$ cat src/include/paefb_pkg.sv
`default_nettype none
package paefb_pkg;
  localparam int          QUAD_COUNT   = 4;
  localparam int          QUAD_WIDTH   = 8;
  localparam int          QUEUE_COUNT  = QUAD_COUNT * QUAD_WIDTH;
  localparam logic [1:0]  QUAD_FIRST   = 2'h0;
  localparam logic [1:0]  QUAD_LAST    = 2'h3;
  localparam logic [7:0]  BUS_RESET    = 8'h00;
  localparam int          SYNC_STAGES  = 2;
  typedef enum logic [1:0] {PAEFB_HELD, PAEFB_WAIT, PAEFB_OWN} paefb_state_t;
endpackage
`default_nettype wire

$ cat src/rtl/paefb_top.sv
`timescale 1ns/1ps
`default_nettype none
// Functional notes
// - flag mode select high during master reset selects polled mode.
// - polled mode steps through all four quadrants unless master reset cuts ownership short.
// - each clock edge while owning quadrants one to three loads the next quadrant onto the bus.
// - sync is high for the whole cycle showing the first quadrant only.
// - master owns first, showing quadrant one at third edge after master reset release.
// - owner keeps bus three more cycles; others keep outputs disabled.
// - after last quadrant pass token out; token in takes the bus.
// - each device drives its own sync, only on its own first quadrant.
// - single device loops token back; bus still needs incoming token.
// - quadrant n bits 0..7 show queues 8n to 8n+7 in order.
module paefb_top
  import paefb_pkg::*;
(
  input  wire logic                   CLK_SYS,
  input  wire logic                   RST_N,
  input  wire logic                   MASTER_RESET_N,
  input  wire logic                   FLAG_MODE_SELECT,
  input  wire logic                   MASTER_SELECT,
  input  wire logic                   TOKEN_IN,
  input  wire logic [QUEUE_COUNT-1:0] QUEUE_ALMOST_EMPTY,
  output logic      [QUAD_WIDTH-1:0]  ALMOST_EMPTY_STATUS_BUS_O,
  output logic                        ALMOST_EMPTY_STATUS_BUS_OE,
  output logic                        FLAG_BUS_SYNC,
  output logic                        TOKEN_OUT,
  output logic                        POLLED_MODE
);

  // picks the eight status bits of one quadrant
  function automatic logic [QUAD_WIDTH-1:0] quad_sel(
    input logic [QUEUE_COUNT-1:0] st,
    input logic [1:0]             q
  );
    quad_sel = st[q*QUAD_WIDTH +: QUAD_WIDTH];
  endfunction

  logic [2:0]            pin_sync;
  logic                  mrs_n_s;
  logic                  mode_s;
  logic                  master_s;
  logic                  tok_s;

  paefb_sync #(.WIDTH(3)) u_pin_sync (
    .clk   (CLK_SYS),
    .rst_n (RST_N),
    .d     ({MASTER_RESET_N, FLAG_MODE_SELECT, MASTER_SELECT}),
    .q     (pin_sync)
  );

  paefb_sync #(.WIDTH(1)) u_tok_sync (
    .clk   (CLK_SYS),
    .rst_n (RST_N),
    .d     (TOKEN_IN),
    .q     (tok_s)
  );

  assign mrs_n_s  = pin_sync[2];
  assign mode_s   = pin_sync[1];
  assign master_s = pin_sync[0];

  paefb_state_t          state_reg;
  paefb_state_t          state_next;
  logic [1:0]            quad_reg;
  logic [1:0]            quad_next;
  logic [QUAD_WIDTH-1:0] bus_reg;
  logic [QUAD_WIDTH-1:0] bus_next;
  logic                  oe_reg;
  logic                  oe_next;
  logic                  sync_reg;
  logic                  sync_next;
  logic                  tok_reg;
  logic                  tok_next;
  logic                  mode_reg;
  logic                  mode_next;
  logic                  master_reg;
  logic                  master_next;

  always_comb begin
    state_next  = state_reg;
    quad_next   = quad_reg;
    bus_next    = bus_reg;
    oe_next     = 1'b0;
    sync_next   = 1'b0;
    tok_next    = 1'b0;
    mode_next   = mode_reg;
    master_next = master_reg;
    if (!mrs_n_s) begin
      // straps are caught while master reset is held
      mode_next   = mode_s;
      master_next = master_s;
      state_next  = PAEFB_HELD;
      quad_next   = QUAD_FIRST;
    end else begin
      case (state_reg)
        PAEFB_HELD: begin
          if (mode_reg && master_reg) begin
            state_next = PAEFB_OWN;
            quad_next  = QUAD_FIRST;
            bus_next   = quad_sel(QUEUE_ALMOST_EMPTY, QUAD_FIRST);
            oe_next    = 1'b1;
            sync_next  = 1'b1;
          end else begin
            state_next = PAEFB_WAIT;
          end
        end
        PAEFB_WAIT: begin
          if (mode_reg && tok_s) begin
            state_next = PAEFB_OWN;
            quad_next  = QUAD_FIRST;
            bus_next   = quad_sel(QUEUE_ALMOST_EMPTY, QUAD_FIRST);
            oe_next    = 1'b1;
            sync_next  = 1'b1;
          end
        end
        PAEFB_OWN: begin
          if (quad_reg == QUAD_LAST) begin
            state_next = PAEFB_WAIT;
            tok_next   = 1'b1;
          end else begin
            quad_next = quad_reg + 2'h1;
            bus_next  = quad_sel(QUEUE_ALMOST_EMPTY, quad_next);
            oe_next   = 1'b1;
          end
        end
        default: begin
          state_next = PAEFB_HELD;
        end
      endcase
    end
  end

  always_ff @(posedge CLK_SYS or negedge RST_N) begin
    if (!RST_N) begin
      state_reg  <= PAEFB_HELD;
      quad_reg   <= QUAD_FIRST;
      bus_reg    <= BUS_RESET;
      oe_reg     <= 1'b0;
      sync_reg   <= 1'b0;
      tok_reg    <= 1'b0;
      mode_reg   <= 1'b0;
      master_reg <= 1'b0;
    end else begin
      state_reg  <= state_next;
      quad_reg   <= quad_next;
      bus_reg    <= bus_next;
      oe_reg     <= oe_next;
      sync_reg   <= sync_next;
      tok_reg    <= tok_next;
      mode_reg   <= mode_next;
      master_reg <= master_next;
    end
  end

  assign ALMOST_EMPTY_STATUS_BUS_O  = bus_reg;
  assign ALMOST_EMPTY_STATUS_BUS_OE = oe_reg;
  assign FLAG_BUS_SYNC              = sync_reg;
  assign TOKEN_OUT                  = tok_reg;
  assign POLLED_MODE                = mode_reg;
endmodule // paefb_top
`default_nettype wire

$ cat src/rtl/paefb_sync.sv
`timescale 1ns/1ps
`default_nettype none
module paefb_sync #(
  parameter int WIDTH = 1
) (
  input  wire logic             clk,
  input  wire logic             rst_n,
  input  wire logic [WIDTH-1:0] d,
  output logic      [WIDTH-1:0] q
);
  logic [WIDTH-1:0] meta_reg;
  logic [WIDTH-1:0] out_reg;

  // two-flop synchroniser for pins from outside the clock domain
  always_ff @(posedge clk or negedge rst_n) begin
    if (!rst_n) begin
      meta_reg <= '0;
      out_reg  <= '0;
    end else begin
      meta_reg <= d;
      out_reg  <= meta_reg;
    end
  end

  assign q = out_reg;
endmodule // paefb_sync
`default_nettype wire

$ cat config.mk
export PLATFORM = sky130hd
export DESIGN_NAME = paefb_top
export DESIGN_NICKNAME = d
export VERILOG_FILES = /design/src/include/paefb_pkg.sv /design/src/rtl/paefb_top.sv /design/src/rtl/paefb_sync.sv
export SDC_FILE = /design/constraint.sdc
export NUM_CORES = 1
export LEC_CHECK = 0
export BUFFER_PORTS_ARGS = -buffer_cell sky130_fd_sc_hd__buf_4
export CORE_MARGIN = 2
export CORE_UTILIZATION = 50
export CTS_BUF_LIST = sky130_fd_sc_hd__clkbuf_16
export CTS_CLUSTER_SIZE = 28
export DETAILED_ROUTE_END_ITERATION = 12
export GPL_ROUTABILITY_DRIVEN = 0
export PLACE_DENSITY = 0.83
export SLEW_MARGIN = 15
export SYNTH_ARGS = -nofsm -noshare
export SYNTH_HDL_FRONTEND = slang
export SYNTH_SLANG_ARGS = --single-unit
$ cat constraint.sdc
create_clock -name CLK_SYS -period 2.55 [get_ports CLK_SYS]
set_input_delay 0.255 -clock CLK_SYS [delete_from_list [all_inputs] [get_ports CLK_SYS]]
set_output_delay 0.255 -clock CLK_SYS [all_outputs]
set_load 0.02 [all_outputs]
# Word-level counts from Yosys, hierarchy flattened
# Cells that the tools add are included.
# word_totals
elab_cells	56
out_inout_bits	12
inputBits	38
ff_bits	25
# classes
addsub	1
n_mux	24
shift	1
eq_ne	11
n_reduce_logical	7
# ops
cell	count
variable part select 32 x 6 -> 8 bit	1
two-way mux 8 bit	3
one-hot mux 8 bit (3 select lines)	1
two-way mux 2 bit	8
!= test 3 bit, second input constant	4
one-hot mux 2 bit (3 select lines)	2
two-way mux 1 bit	8
!= test 2 bit, second input constant	3
AND reduction 5 bit	1
== test 2 bit, second input constant	2
!= test 4 bit, second input constant	1
AND reduction 4 bit	1
one-hot mux 1 bit (3 select lines)	1
nonzero test 3 bit	1
adder 2 x 1 -> 2 bit, second input constant	1
== test 2 x 1 -> 1 bit, second input constant	1
logical AND 1 bit	2
zero test 2 bit	1
one-hot mux 1 bit (2 select lines)	1
AND reduction 2 bit	1

# Depth between registers and ports, before layout
# Gate-level depths: netlist of run 1.
# depth
ltp_word	4
depth_mapped	6
ltp_nobuf	5

# Hierarchy
# A second synthesis of run 1 with hierarchy kept.
# unflattened
hier_cells	125
area_unflattened_um2	1305.0
# modules_own_cells
mod	area_each_um2	cells_per_inst	seq_area_each_um2	instances
paefb_top	1104.8	117	425.4	1
paefb_sync (u_pin_sync)	150.1	6	150.1	1
paefb_sync (u_tok_sync)	50.0	2	50.0	1

# Least setup slack after synthesis of run 1
# No wires, ideal clock.
# synth_path
path_type	flip-flop to flip-flop
startpoint	reg quad_reg[0]
endpoint	reg bus_reg[0], in the netlist ALMOST_EMPTY_STATUS_BUS_O[0]
n_path_buf	1
setup_time_ns	0.125
synth_period_minus_slack_ns	1.747
stages_incl_launch_ff	7
arrival_time_ns	1.622
required_time_ns	2.425
setup_slack_ns	0.803
path_cell_list	dfrtp_1 ha_1 buf_2 or2_2 o221ai_1 mux2i_1 mux2_4
# synth_via
elab_chain_len	4
word_cells_on_any_way	7
cone_classes	add/sub (1); eq/ne (2); shift (1); mux (2); reduce/logical (1)
# synth_lines
item	line	source
from (decl)	paefb_top.sv:65	logic [1:0] quad_reg;
from (signal assigned)	paefb_top.sv:146	quad_reg <= quad_next;
adder 2 x 1 -> 2 bit	paefb_top.sv:122	quad_next = quad_reg + 2'h1;
variable part select 32 x 6 -> 8 bit	paefb_top.sv:36	quad_sel = st[q*QUAD_WIDTH +: QUAD_WIDTH];
two-way mux 8 bit	paefb_top.sv:118	if (quad_reg == QUAD_LAST) begin
one-hot mux 8 bit (3 select lines)	paefb_top.sv:96	case (state_reg)
to (signal assigned)	paefb_top.sv:147	bus_reg <= bus_next;
to (decl)	paefb_top.sv:67	logic [QUAD_WIDTH-1:0] bus_reg;
# Several ways; a longest one is shown, not always the timed one. The select of a mux whose other input is x is not followed.
# A chain may end at the register's enable or synchronous reset.

# Worst setup path after layout of run 1
# layout_path
startpoint	reg quad_reg[0]
endpoint	reg bus_reg[5], in the netlist ALMOST_EMPTY_STATUS_BUS_O[5]
# Same word-level chain as after synthesis.

==> impl_summary.log, run 1 <==
INFO  metric grt_overflow = 0
INFO  metric final_worst_path_cycle_share = between 80 and 90%
INFO  metric ctsRootBufferMaster = sky130_fd_sc_hd__clkbuf_16
INFO  metric ctsHtreeMaxLevel = 1
INFO  metric drive_gt1_share = 48.3%
INFO  metric via_count_of_the_routed_design = between 900 and 1000
INFO  metric setup_viol = 0
INFO  metric setup-tns-final = 0 ps
INFO  metric reg2reg_setup_slack = approximately 460 ps
INFO  metric vdd_drop_max = between 0.5 and 0.6 mV
INFO  metric syn-mean-instance-area = between 10 and 15 µm²
INFO  metric cellPowerDensity = around 820 nW/µm²
INFO  metric worst-slew-pin-transition = 453 ps
INFO  metric slowest_stage = sky130_fd_sc_hd__ha_1
INFO  metric post_synth_xor_area_fraction = 0%
INFO  metric vias_in_the_first_global_route = between 900 and 1000
INFO  metric initial_utilization = approximately 54%
INFO  metric drc_errors = 0
INFO  metric ys.warnings.count = 0
INFO  metric cts_buffers = 3
INFO  metric insertion_delay = about 260 ps
INFO  metric placeableCoreArea = ~2300 µm²
INFO  metric synth_commonest_cells = 25 x sky130_fd_sc_hd__dfrtp_1, 10 x sky130_fd_sc_hd__inv_1, 8 x sky130_fd_sc_hd__mux2_4, 7 x sky130_fd_sc_hd__mux2i_1, 6 x sky130_fd_sc_hd__o221ai_1
INFO  metric timing.setup.critical_path_class = reg2reg
INFO  metric post_synth_instance_area = 1210 µm²
INFO  metric placement.io_buffers = 49
INFO  metric maximum_clock_skew_at_final_layout = between 2 and 2.5 ps
INFO  metric worst_ep_arrival_time = around 2200 ps
INFO  metric tritoncts_num_sinks = 25
INFO  metric rsz0062_at_grt = no
INFO  metric grt_max_degree = 26
INFO  metric synth_fp_nets = 139
INFO  metric async_flop_share = between 90% and 100%
INFO  metric totalWireLength = a little under 3000 µm
INFO  metric number_of_enable_flip_flop_cells_after_synthesis = 0
INFO  metric grt_pass1_wl = about 4400 µm
INFO  metric post-synth-top-count-cell = sky130_fd_sc_hd__dfrtp_1
INFO  metric critPathLaunchType = register
INFO  metric crit_required = about 2700 ps
INFO  metric route.antenna.remaining_nets = 0
INFO  metric post_synth_mux_area_share = 17.5%
INFO  metric std_cell_rows = 17
INFO  metric totalPowerFinal = approximately 1.4 mW
INFO  metric run_status = finished, final reports clean
INFO  metric synthDominantAreaCellType = sky130_fd_sc_hd__dfrtp_1
INFO  metric layout.nets = about 190
INFO  metric insertedDiodeCount = 0
INFO  metric p_leak = 0.852 nW
INFO  metric cts_setup_buffers = 0
INFO  metric die-width = ~53 µm
INFO  metric syn-instance-count = 100
INFO  metric crit_fanout = 13
INFO  metric finalWorstPathRequiredPeriod = between 2000 and 2500 ps
INFO  metric timing.final.max_slew_violations = 0
INFO  metric drt_iter0_drc = 23
INFO  metric clock.fmax = between 0.4 and 0.5 GHz
INFO  metric grt_antenna_before_repair = 0
INFO  metric timing.max_slew.rel_slack = 69.7%
INFO  metric worst_slack = between 400 and 500 ps
INFO  metric cts_resized = 0
INFO  metric detail_route.vias_per_cell = between 5 and 6
INFO  metric area_of_the_die = 2840 µm²
INFO  metric critical_path.max_stage_delay = between 500 and 600 ps
INFO  metric critPathCaptureType = register
INFO  metric netlist-cell-type-count = 29
INFO  metric finalHoldViolCount = 0
INFO  metric hold_class = in2reg
INFO  metric dieHeight = approximately 53 µm
INFO  metric post-synth-top-area-fraction = 51.5%
INFO  metric detailedRoute.firstPassIterationCount = 4
INFO  metric hpwlAfterDp = 2020 µm
INFO  metric tritoncts = built
INFO  metric synth_seq_cells = 25
INFO  metric main_combinational_cell_family_by_area_after_synthesis = multiplexers
INFO  metric overall_global_routing_usage = a little under a quarter
INFO  metric dp_slack = 552 ps
INFO  metric crit_path_cells = ha_1, nand2b_1, o221ai_1, mux2i_1, mux2_4
INFO  metric largest_reg_flops = 8
INFO  metric post_synth_fa_ha_maj_area_fraction = 1.03%
INFO  metric area_growth = 39.1%
INFO  metric synth-seq-area-share = just over 50%
INFO  metric synthTopCellsByArea = sky130_fd_sc_hd__dfrtp_1 51%, sky130_fd_sc_hd__mux2_4 9.9%, sky130_fd_sc_hd__mux2i_1 5.8%, sky130_fd_sc_hd__o221ai_1 4.3%, sky130_fd_sc_hd__inv_1 3.1%
INFO  metric clock_path_buffers = 2
INFO  metric top_reg_cell_synth = sky130_fd_sc_hd__dfrtp_1
INFO  metric synth-compound-area-share = a little over an eighth
INFO  metric timing.critical_path.buf_inv = 0
INFO  metric top_level_ports = 50
INFO  metric max_capacitance_violation_count = 0
INFO  metric wl_per_cell = around 16 µm
INFO  metric cts.clk_slew.worst_paths = around 70 ps
INFO  metric timing.critical_path.max_delay_family = adder cells
INFO  metric synth_simple_gate_area_share = 11.6%
power by group:
group,internal (mW),switching (mW)
clock network,0.217,0.148
registers,0.480,0.0625
logic,0.258,0.213
total,0.955,0.423
cell type report:
cell class                      instances  area, µm²
Timing Repair Buffer                   50        378
Multi-Input combinational cell         61        527
Sequential cell                        25        626
Inverter                               11       41.3
Fill cell                             161        564
Tap cell                               28       35.0
Clock inverter                          1       8.76
Clock buffer                            3       75.1
per-layer routing:
| metal | global-route usage, % | wire, µm | share of wire [%] |
|---|---|---|---|
| met1 | 30.1 | 1170 | 40 |
| met2 | 35.8 | 1490 | 51 |
| met3 | 4.52 | 168 | 5.7 |
| met4 | 12.0 | 97 | 3.3 |
| met5 | 0 | 0 | 0 |
kinds of logic after synthesis:
logic type               Yosys count
AND/OR/NAND/NOR                   24
multiplexers                      17
AO/OA/AOI/OAI                     19
flip-flops                        25
buffers and inverters             14
adder cells (fa/ha/maj)            1
worst register-to-register path, delay by kind of cell, from the launching register on:
family | cells | cell delay [ps]
AO/OA/AOI/OAI | 1 | 280
adder cells (fa/ha/maj) | 1 | 550
flip-flops | 1 | 450
multiplexers | 2 | 410
AND/OR/NAND/NOR | 1 | 270
worst paths after layout:
check | from | end | depth (start not counted)
max in group asynchronous | RST_N | ALMOST_EMPTY_STATUS_BUS_O[2]$_DFFE_PN0P_ | 2
min in group asynchronous | RST_N | state_reg[0]$_DFFE_PN0P_ | 2
hold reg to reg | u_pin_sync.meta_reg[0]$_DFF_PN0_ | u_pin_sync.q[0]$_DFF_PN0_ | 0
setup / recovery | quad_reg[0]$_DFFE_PN0P_ | ALMOST_EMPTY_STATUS_BUS_O[5]$_DFFE_PN0P_ | 5
setup reg to reg | quad_reg[0]$_DFFE_PN0P_ | ALMOST_EMPTY_STATUS_BUS_O[5]$_DFFE_PN0P_ | 5
hold / removal | MASTER_SELECT | u_pin_sync.meta_reg[0]$_DFF_PN0_ | 1
cell usage in the layout (no fill, tap or decap), types with 2 or more instances in the layout:
cell type                   instances
sky130_fd_sc_hd__buf_4             49
sky130_fd_sc_hd__dfrtp_1           25
sky130_fd_sc_hd__inv_1             10
sky130_fd_sc_hd__mux2_4             8
sky130_fd_sc_hd__mux2i_1            7
sky130_fd_sc_hd__o221ai_1           6
sky130_fd_sc_hd__or2_2              5
sky130_fd_sc_hd__nor2_1             4
sky130_fd_sc_hd__nand2b_1           4
sky130_fd_sc_hd__nand2_1            3
sky130_fd_sc_hd__o21a_1             3
sky130_fd_sc_hd__clkbuf_16          3
sky130_fd_sc_hd__nor3_1             2
sky130_fd_sc_hd__o22ai_1            2
sky130_fd_sc_hd__mux2_2             2
sky130_fd_sc_hd__a21oi_1            2
sky130_fd_sc_hd__o21ai_0            2
metrics by stage:
step | cell area [µm²] | hold slack (ps) | cells | utilization [%]
global route | 1690 | 88.0 | 179 | 75.0
floorplan | 1210 | -40.6 | 100 | -
detailed placement | 1600 | 175 | 174 | 70.8
CTS | 1690 | 94.2 | 179 | 75.0
finish | 1690 | 95.5 | 179 | 75.0
global placement | 1600 | 171 | 174 | 70.8
timing repair:
item,4_1_cts,5_1_grt
endpoints found under the setup margin,0,0
hold buffers,1,0
hold endpoints to repair,25,0
(Power assumes the default switching activity.)
==> run 2, diff against run 1 <==
--- a/config.mk
+++ b/config.mk
@@ -7,12 +7,12 @@
 export LEC_CHECK = 0
 export BUFFER_PORTS_ARGS = -buffer_cell sky130_fd_sc_hd__buf_4
 export CORE_MARGIN = 2
-export CORE_UTILIZATION = 50
+export CORE_UTILIZATION = 42
 export CTS_BUF_LIST = sky130_fd_sc_hd__clkbuf_16
 export CTS_CLUSTER_SIZE = 28
 export DETAILED_ROUTE_END_ITERATION = 12
 export GPL_ROUTABILITY_DRIVEN = 0
-export PLACE_DENSITY = 0.83
+export PLACE_DENSITY = 0.74
 export SLEW_MARGIN = 15
 export SYNTH_ARGS = -nofsm -noshare
 export SYNTH_HDL_FRONTEND = slang
==> constraint.sdc (replaced) <==
create_clock -name CLK_SYS -period 1.7 [get_ports CLK_SYS]
set_input_delay 0.17 -clock CLK_SYS [delete_from_list [all_inputs] [get_ports CLK_SYS]]
set_output_delay 0.17 -clock CLK_SYS [all_outputs]
set_load 0.02 [all_outputs]
==> impl_summary.log, run 2 (synthesis gave the netlist of run 1 again) <==
INFO  metric ctsHtreeMaxLevel = 1 (unchanged)
INFO  metric dieHeight = 57.8 µm (+8.4%)
INFO  metric worst_ep_arrival_time = 1730 ps (-510 ps)
INFO  metric ctsRootBufferMaster = sky130_fd_sc_hd__clkbuf_16
INFO  metric drt_iter0_drc = 7 (-70%)
INFO  metric largest_reg_flops = 8 (unchanged)
INFO  metric maximum_clock_skew_at_final_layout = 3.03 ps (+0.939 ps)
INFO  metric routed.top_layer = met4
INFO  metric area_growth = 44.5%
INFO  metric vdd_drop_max = 0.755 mV (+35%)
INFO  metric rsz0062_at_grt = no
INFO  metric tritoncts = built
INFO  metric vias_in_the_first_global_route = 950 (+4.3%)
INFO  metric setup_viol = 0 (unchanged)
INFO  metric timing.setup.critical_path_class = reg2reg
INFO  metric crit_path_cells = ha_4, nand2b_2, o221ai_1, mux2i_1, mux2_4
INFO  metric insertedDiodeCount = 0 (unchanged)
INFO  metric setup-tns-final = 0 ps (unchanged)
INFO  metric cts.clk_slew.worst_paths = 70 ps (about the same)
INFO  metric min_from = MASTER_SELECT
INFO  metric layout.nets = 197 (+3.1%)
INFO  metric detail_route.vias_per_cell = 4.98 (-9.1%)
INFO  metric finalHoldViolCount = 0 (unchanged)
INFO  metric via_count_of_the_routed_design = 937 (-4.5%)
INFO  metric grt_pass1_wl = 4080 µm (-7.7%)
INFO  metric timing.final.max_slew_violations = 0 (unchanged)
INFO  metric hpwlAfterDp = 1930 µm (-4.8%)
INFO  metric die-width = 57.8 µm (+8.4%)
INFO  metric crit_fanout = 13 (unchanged)
INFO  metric finalWorstPathRequiredPeriod = 1580 ps (-503 ps)
INFO  metric grt_antenna_before_repair = 0 (unchanged)
INFO  metric placeableCoreArea = 2760 µm² (+22%)
INFO  metric hold_class = in2reg
INFO  metric dp_slack = 13.7 ps (-539 ps)
INFO  metric critPathCaptureType = register
INFO  metric worst_slack = 115 ps (-347 ps)
INFO  metric met3RoutedLength = 91 µm (-46%)
INFO  metric r2r-start = quad_reg[0]$_DFFE_PN0P_
INFO  metric detailedRoute.firstPassIterationCount = 3 (-1)
INFO  metric grt_overflow = 0 (unchanged)
INFO  metric cts_buffers = 3 (unchanged)
INFO  metric drive_gt1_share = 52.2% (+3.9 points)
INFO  metric run_status = finished, final reports clean
INFO  metric slowest_stage = sky130_fd_sc_hd__dfrtp_1
INFO  metric overall_global_routing_usage = 15.6% (-7.4 points)
INFO  metric hold_end = u_pin_sync.meta_reg[0]$_DFF_PN0_
INFO  metric final_worst_path_cycle_share = 93.2% (+11 points)
INFO  metric drc_errors = 0 (unchanged)
INFO  metric cellPowerDensity = 1170 nW/µm² (+44%)
INFO  metric insertion_delay = 260 ps (about the same)
INFO  metric grt_max_degree = 26 (unchanged)
INFO  metric final_cell_mix = 55 x sky130_fd_sc_hd__buf_4, 25 x sky130_fd_sc_hd__dfrtp_1, 10 x sky130_fd_sc_hd__inv_1
INFO  metric wl_per_cell = 12.8 µm (-22%)
INFO  metric reg2reg_setup_slack = 120 ps (-350 ps)
INFO  metric std_cell_rows = 19 (+2)
INFO  metric critPathLaunchType = register
INFO  metric crit_required = 1840 ps (-860 ps)
INFO  metric wl_met2 = 1290 µm (-14%)
INFO  metric hold_path_depth = 1 (unchanged)
INFO  metric r2r_cells = 5 (unchanged)
INFO  metric timing.max_slew.rel_slack = 79.9% (+10 points)
INFO  metric top_level_ports = 50 (unchanged)
INFO  metric area_of_the_die = 3340 µm² (+18%)
INFO  metric p_leak = 0.879 nW (+3.1%)
INFO  metric totalWireLength = 2400 µm (-18%)
INFO  metric max_capacitance_violation_count = 0 (unchanged)
INFO  metric met1_length = 1000 µm (-14%)
INFO  metric initial_utilization = 44.1% (-9.8 points)
INFO  metric critical_path.max_stage_delay = 410 ps (-140 ps)
INFO  metric worst-slew-pin-transition = 301 ps (-151 ps)
INFO  metric route.antenna.remaining_nets = 0 (unchanged)
INFO  metric critical_path.reg2reg.endpoint = ALMOST_EMPTY_STATUS_BUS_O[4]$_DFFE_PN0P_
INFO  metric final_common_cell = sky130_fd_sc_hd__buf_4
INFO  metric clock_path_buffers = 2 (unchanged)
INFO  metric tritoncts_num_sinks = 25 (unchanged)
INFO  metric clock.fmax = 0.631 GHz (+32%)
INFO  metric placement.io_buffers = 49 (unchanged)
[run 2: critical path, delay by kind of cell, from the launching register on]
kind | cells | cell delay, ps
simple gates | 1 | 130
flops | 1 | 410
compound gates | 1 | 200
fa+ha+maj | 1 | 360
mux | 2 | 370
[run 2: worst max path at each step]
stage	startpoint	endpoint	slack, ps	depth (start not counted)
after global routing	quad_reg[0]$_DFFE_PN0P_	ALMOST_EMPTY_STATUS_BUS_O[2]$_DFFE_PN0P_	20	5
after CTS	quad_reg[0]$_DFFE_PN0P_	ALMOST_EMPTY_STATUS_BUS_O[6]$_DFFE_PN0P_	10	4
after detailed placement	quad_reg[0]$_DFFE_PN0P_	ALMOST_EMPTY_STATUS_BUS_O[6]$_DFFE_PN0P_	10	4
after global placement	quad_reg[0]$_DFFE_PN0P_	ALMOST_EMPTY_STATUS_BUS_O[2]$_DFFE_PN0P_	40	5
final	quad_reg[0]$_DFFE_PN0P_	ALMOST_EMPTY_STATUS_BUS_O[4]$_DFFE_PN0P_	120	5
after floorplan	quad_reg[0]$_DFFE_PN0P_	ALMOST_EMPTY_STATUS_BUS_O[0]$_DFFE_PN0P_	20	6
[run 2: final cells by class]
cell class | count | area (µm²)
fillers | 214 | 1000
flip-flops and latches | 25 | 626
multi-input cells | 61 | 543
repair buffers | 56 | 423
clock buffers | 3 | 75.1
inverters | 11 | 41.3
well taps | 31 | 38.8
clock inverters | 1 | 8.76
[run 2: stage by stage]
stage	hold slack, ps	util [%]	cells	power [mW]	instance area, µm²
6_report	15.6	63.7	188	2.06	1760
2_1_floorplan	-126	-	100	1.22	1230
3_5_place_dp	89.1	60.1	183	1.54	1660
5_1_grt	5.62	63.7	188	2.16	1760
3_3_place_gp	87.9	60.1	183	1.53	1660
4_1_cts	11.3	63.5	188	2.08	1750
[run 2: per-layer routing]
layer | vias to the layer above | GRT usage [%]
met2 | 21 | 26.3
li1 | 468 | -
met1 | 446 | 20.9
met4 | 0 | 3.32
met5 | - | 0
met3 | 2 | 3.35
[run 2: power breakdown]
part | switching, mW | internal (mW)
Clock | 0.210 | 0.324
Sequential | 0.0806 | 0.720
Combinational | 0.314 | 0.411
[run 2: repair_timing]
| action | 4_1_cts | 5_1_grt |
|---|---|---|
| buffers inserted | 0 | 0 |
| endpoints found under the setup margin | 0 | 7 |
| gates resized for setup | 0 | 2 |
| endpoints found under the hold margin | 25 | 0 |
| hold buffers | 1 | 0 |
==> run 3, diff against run 2 <==
--- a/config.mk
+++ b/config.mk
@@ -7,12 +7,12 @@
 export LEC_CHECK = 0
 export BUFFER_PORTS_ARGS = -buffer_cell sky130_fd_sc_hd__buf_4
 export CORE_MARGIN = 2
-export CORE_UTILIZATION = 42
+export CORE_UTILIZATION = 30
 export CTS_BUF_LIST = sky130_fd_sc_hd__clkbuf_16
 export CTS_CLUSTER_SIZE = 28
 export DETAILED_ROUTE_END_ITERATION = 12
 export GPL_ROUTABILITY_DRIVEN = 0
-export PLACE_DENSITY = 0.74
+export GPL_TIMING_DRIVEN = 0
 export SLEW_MARGIN = 15
 export SYNTH_ARGS = -nofsm -noshare
 export SYNTH_HDL_FRONTEND = slang
==> impl_summary.log, run 3 (synthesis gave the netlist of run 1 again) <==
INFO  metric worst_ep_arrival_time = 1750 ps (+20 ps)
INFO  metric critPathLaunch = quad_reg[0]$_DFFE_PN0P_
INFO  metric finalWorstPathRequiredPeriod = 1600 ps (+19.5 ps)
INFO  metric vdd_drop_max = 0.518 mV (-31%)
INFO  metric hpwlAfterDp = 2010 µm (+4.1%)
INFO  metric ctsRootBufferMaster = sky130_fd_sc_hd__clkbuf_16
INFO  metric wl_per_cell = 12.6 µm (-0.96%)
INFO  metric overall_global_routing_usage = 12.6% (-3.1 points)
INFO  metric route.antenna.remaining_nets = 0 (unchanged)
INFO  metric worst_slack = 95.6 ps (-19.5 ps)
INFO  metric detailedRoute.firstPassIterationCount = 4 (+1)
INFO  metric layout.nets = 195 (-1.0%)
INFO  metric insertion_delay = 260 ps (about the same)
INFO  metric detail_route.vias_per_cell = 4.57 (-8.4%)
INFO  metric placement.io_buffers = 49 (unchanged)
INFO  metric totalPowerFinal = 2.07 mW (+0.54%)
INFO  metric area_of_the_die = 4570 µm² (+37%)
INFO  metric min_from = MASTER_RESET_N
INFO  metric worst-slew-pin-transition = 320 ps (+18.7 ps)
INFO  metric final.fill_count = 384 (+79%)
INFO  metric ctsHtreeMaxLevel = 1 (unchanged)
INFO  metric grt_overflow = 0 (unchanged)
INFO  metric grt_max_degree = 26 (unchanged)
INFO  metric initial_utilization = 30.8% (-13 points)
INFO  metric insertedDiodeCount = 0 (unchanged)
INFO  metric crit_required = 1850 ps (about the same)
INFO  metric grt_antenna_before_repair = 0 (unchanged)
INFO  metric final_common_cell = sky130_fd_sc_hd__buf_4
INFO  metric run_status = finished, final reports clean
INFO  metric final_worst_path_cycle_share = 94.4% (+1.1 points)
INFO  metric hold_class = in2reg
INFO  metric drt_iter0_drc = 23 (+16)
INFO  metric dieHeight = 67.6 µm (+17%)
INFO  metric drc_errors = 0 (unchanged)
INFO  metric final_util = 45.1% (-19 points)
INFO  metric timing.final.max_slew_violations = 0 (unchanged)
INFO  metric std_cell_rows = 23 (+4)
INFO  metric clock_path_buffers = 2 (unchanged)
INFO  metric drive_gt1_share = 51.6% (-0.62 points)
INFO  metric r2r-start = quad_reg[0]$_DFFE_PN0P_
INFO  metric critPathCaptureType = register
INFO  metric max_capacitance_violation_count = 0 (unchanged)
INFO  metric p_leak = 0.874 nW (-0.62%)
INFO  metric critPathLaunchType = register
INFO  metric cts.clk_slew.worst_paths = 70 ps (about the same)
INFO  metric final_cell_mix = 50 x sky130_fd_sc_hd__buf_4, 24 x sky130_fd_sc_hd__dfrtp_1, 10 x sky130_fd_sc_hd__inv_1
INFO  metric maximum_clock_skew_at_final_layout = 0.726 ps (-2.30 ps)
INFO  metric ff_latch_area = 627 µm² (+0.20%)
INFO  metric tritoncts = built
INFO  metric via_count_of_the_routed_design = 936 (-0.11%)
INFO  metric crit_fanout = 13 (unchanged)
INFO  metric finalHoldViolCount = 0 (unchanged)
INFO  metric vias_in_the_first_global_route = 962 (+1.3%)
INFO  metric multi_input_comb_area = 542 µm² (-0.23%)
INFO  metric area_growth = 46.3%
INFO  metric setup_viol = 0 (unchanged)
INFO  metric timing.max_slew.rel_slack = 78.7% (-1.2 points)
INFO  metric clock.fmax = 0.623 GHz (-1.2%)
INFO  metric largest_reg_flops = 8 (unchanged)
INFO  metric rsz0062_at_grt = no
INFO  metric dp_slack = -119 ps (-133 ps)
INFO  metric timing.setup.critical_path_class = reg2reg
INFO  metric totalWireLength = 2590 µm (+8.0%)
INFO  metric tritoncts_num_sinks = 25 (unchanged)
INFO  metric cts_buffers = 3 (unchanged)
INFO  metric die-width = 67.6 µm (+17%)
INFO  metric cellPowerDensity = 1160 nW/µm² (-0.74%)
INFO  metric placeableCoreArea = 3940 µm² (+43%)
INFO  metric top_level_ports = 50 (unchanged)
INFO  metric grt_pass1_wl = 4300 µm (+5.4%)
## run 3: changes by cell type in the layout (fill, tap and decap cells not counted)
cell	before	now
sky130_fd_sc_hd__buf_6	0	1
sky130_fd_sc_hd__buf_2	0	1
sky130_fd_sc_hd__dfrtp_1	25	24
sky130_fd_sc_hd__o21a_2	1	0
sky130_fd_sc_hd__o21a_1	2	3
sky130_fd_sc_hd__buf_4	55	50
sky130_fd_sc_hd__dfrtp_2	0	1
sky130_fd_sc_hd__buf_12	0	1
## run 3: stage by stage
stage	hold WS (ps)	TNS (ps)	cells	instance area, µm²
2_1_floorplan	-126	0	100	1230
3_3_place_gp	92.4	-440	199	1660
3_5_place_dp	94.9	-564	199	1660
4_1_cts	8.32	0	204	1760
5_1_grt	3.07	0	205	1780
6_report	13.2	0	205	1780
## run 3: final timing paths
check,end,slack [ps],cells past startpoint
setup / recovery,ALMOST_EMPTY_STATUS_BUS_O[5]$_DFFE_PN0P_,100,5
hold / removal,u_pin_sync.meta_reg[2]$_DFF_PN0_,10,1
setup reg to reg,ALMOST_EMPTY_STATUS_BUS_O[5]$_DFFE_PN0P_,100,5
hold reg to reg,u_pin_sync.q[1]$_DFF_PN0_,350,0
max in group asynchronous,quad_reg[0]$_DFFE_PN0P_,1090,2
min in group asynchronous,ALMOST_EMPTY_STATUS_BUS_O[5]$_DFFE_PN0P_,350,2
## run 3: layer usage
metal	part of all wire (%)	global-route usage, %
met5	0	0
met4	0.66	3.57
met3	5.4	4.17
met2	53	21.1
met1	41	15.3
## run 3: power by group
| group | total, mW | switching (mW) | internal [mW] |
|---|---|---|---|
| sequential | 0.798 | 0.0770 | 0.721 |
| clock | 0.541 | 0.216 | 0.325 |
| combinational | 0.732 | 0.321 | 0.412 |
## run 3: final cells by class
type / count / share of cell area [%]
flip-flops and latches: 25 / 35.3
multi-input cells: 61 / 30.5
clock buffers: 3 / 4.22
repair buffers: 52 / 22.8
well taps: 50 / 3.52
inverters: 11 / 2.32
plain buffers: 2 / 0.915
clock inverters: 1 / 0.493
## run 3: worst max-delay path, cell delays in order (launching register included)
cell                       delay [ps]
sky130_fd_sc_hd__dfrtp_2          430
sky130_fd_sc_hd__ha_4             350
sky130_fd_sc_hd__nand2b_2         140
sky130_fd_sc_hd__o221ai_1         210
sky130_fd_sc_hd__mux2i_1          100
sky130_fd_sc_hd__mux2_4           270
## run 3: what timing repair did
action,in CTS,in global routing
setup endpoints to repair,6,6
buffers inserted,1,1
resized for setup,2,0
hold buffers,1,0
endpoints found under the hold margin,25,0
pin swaps,0,1
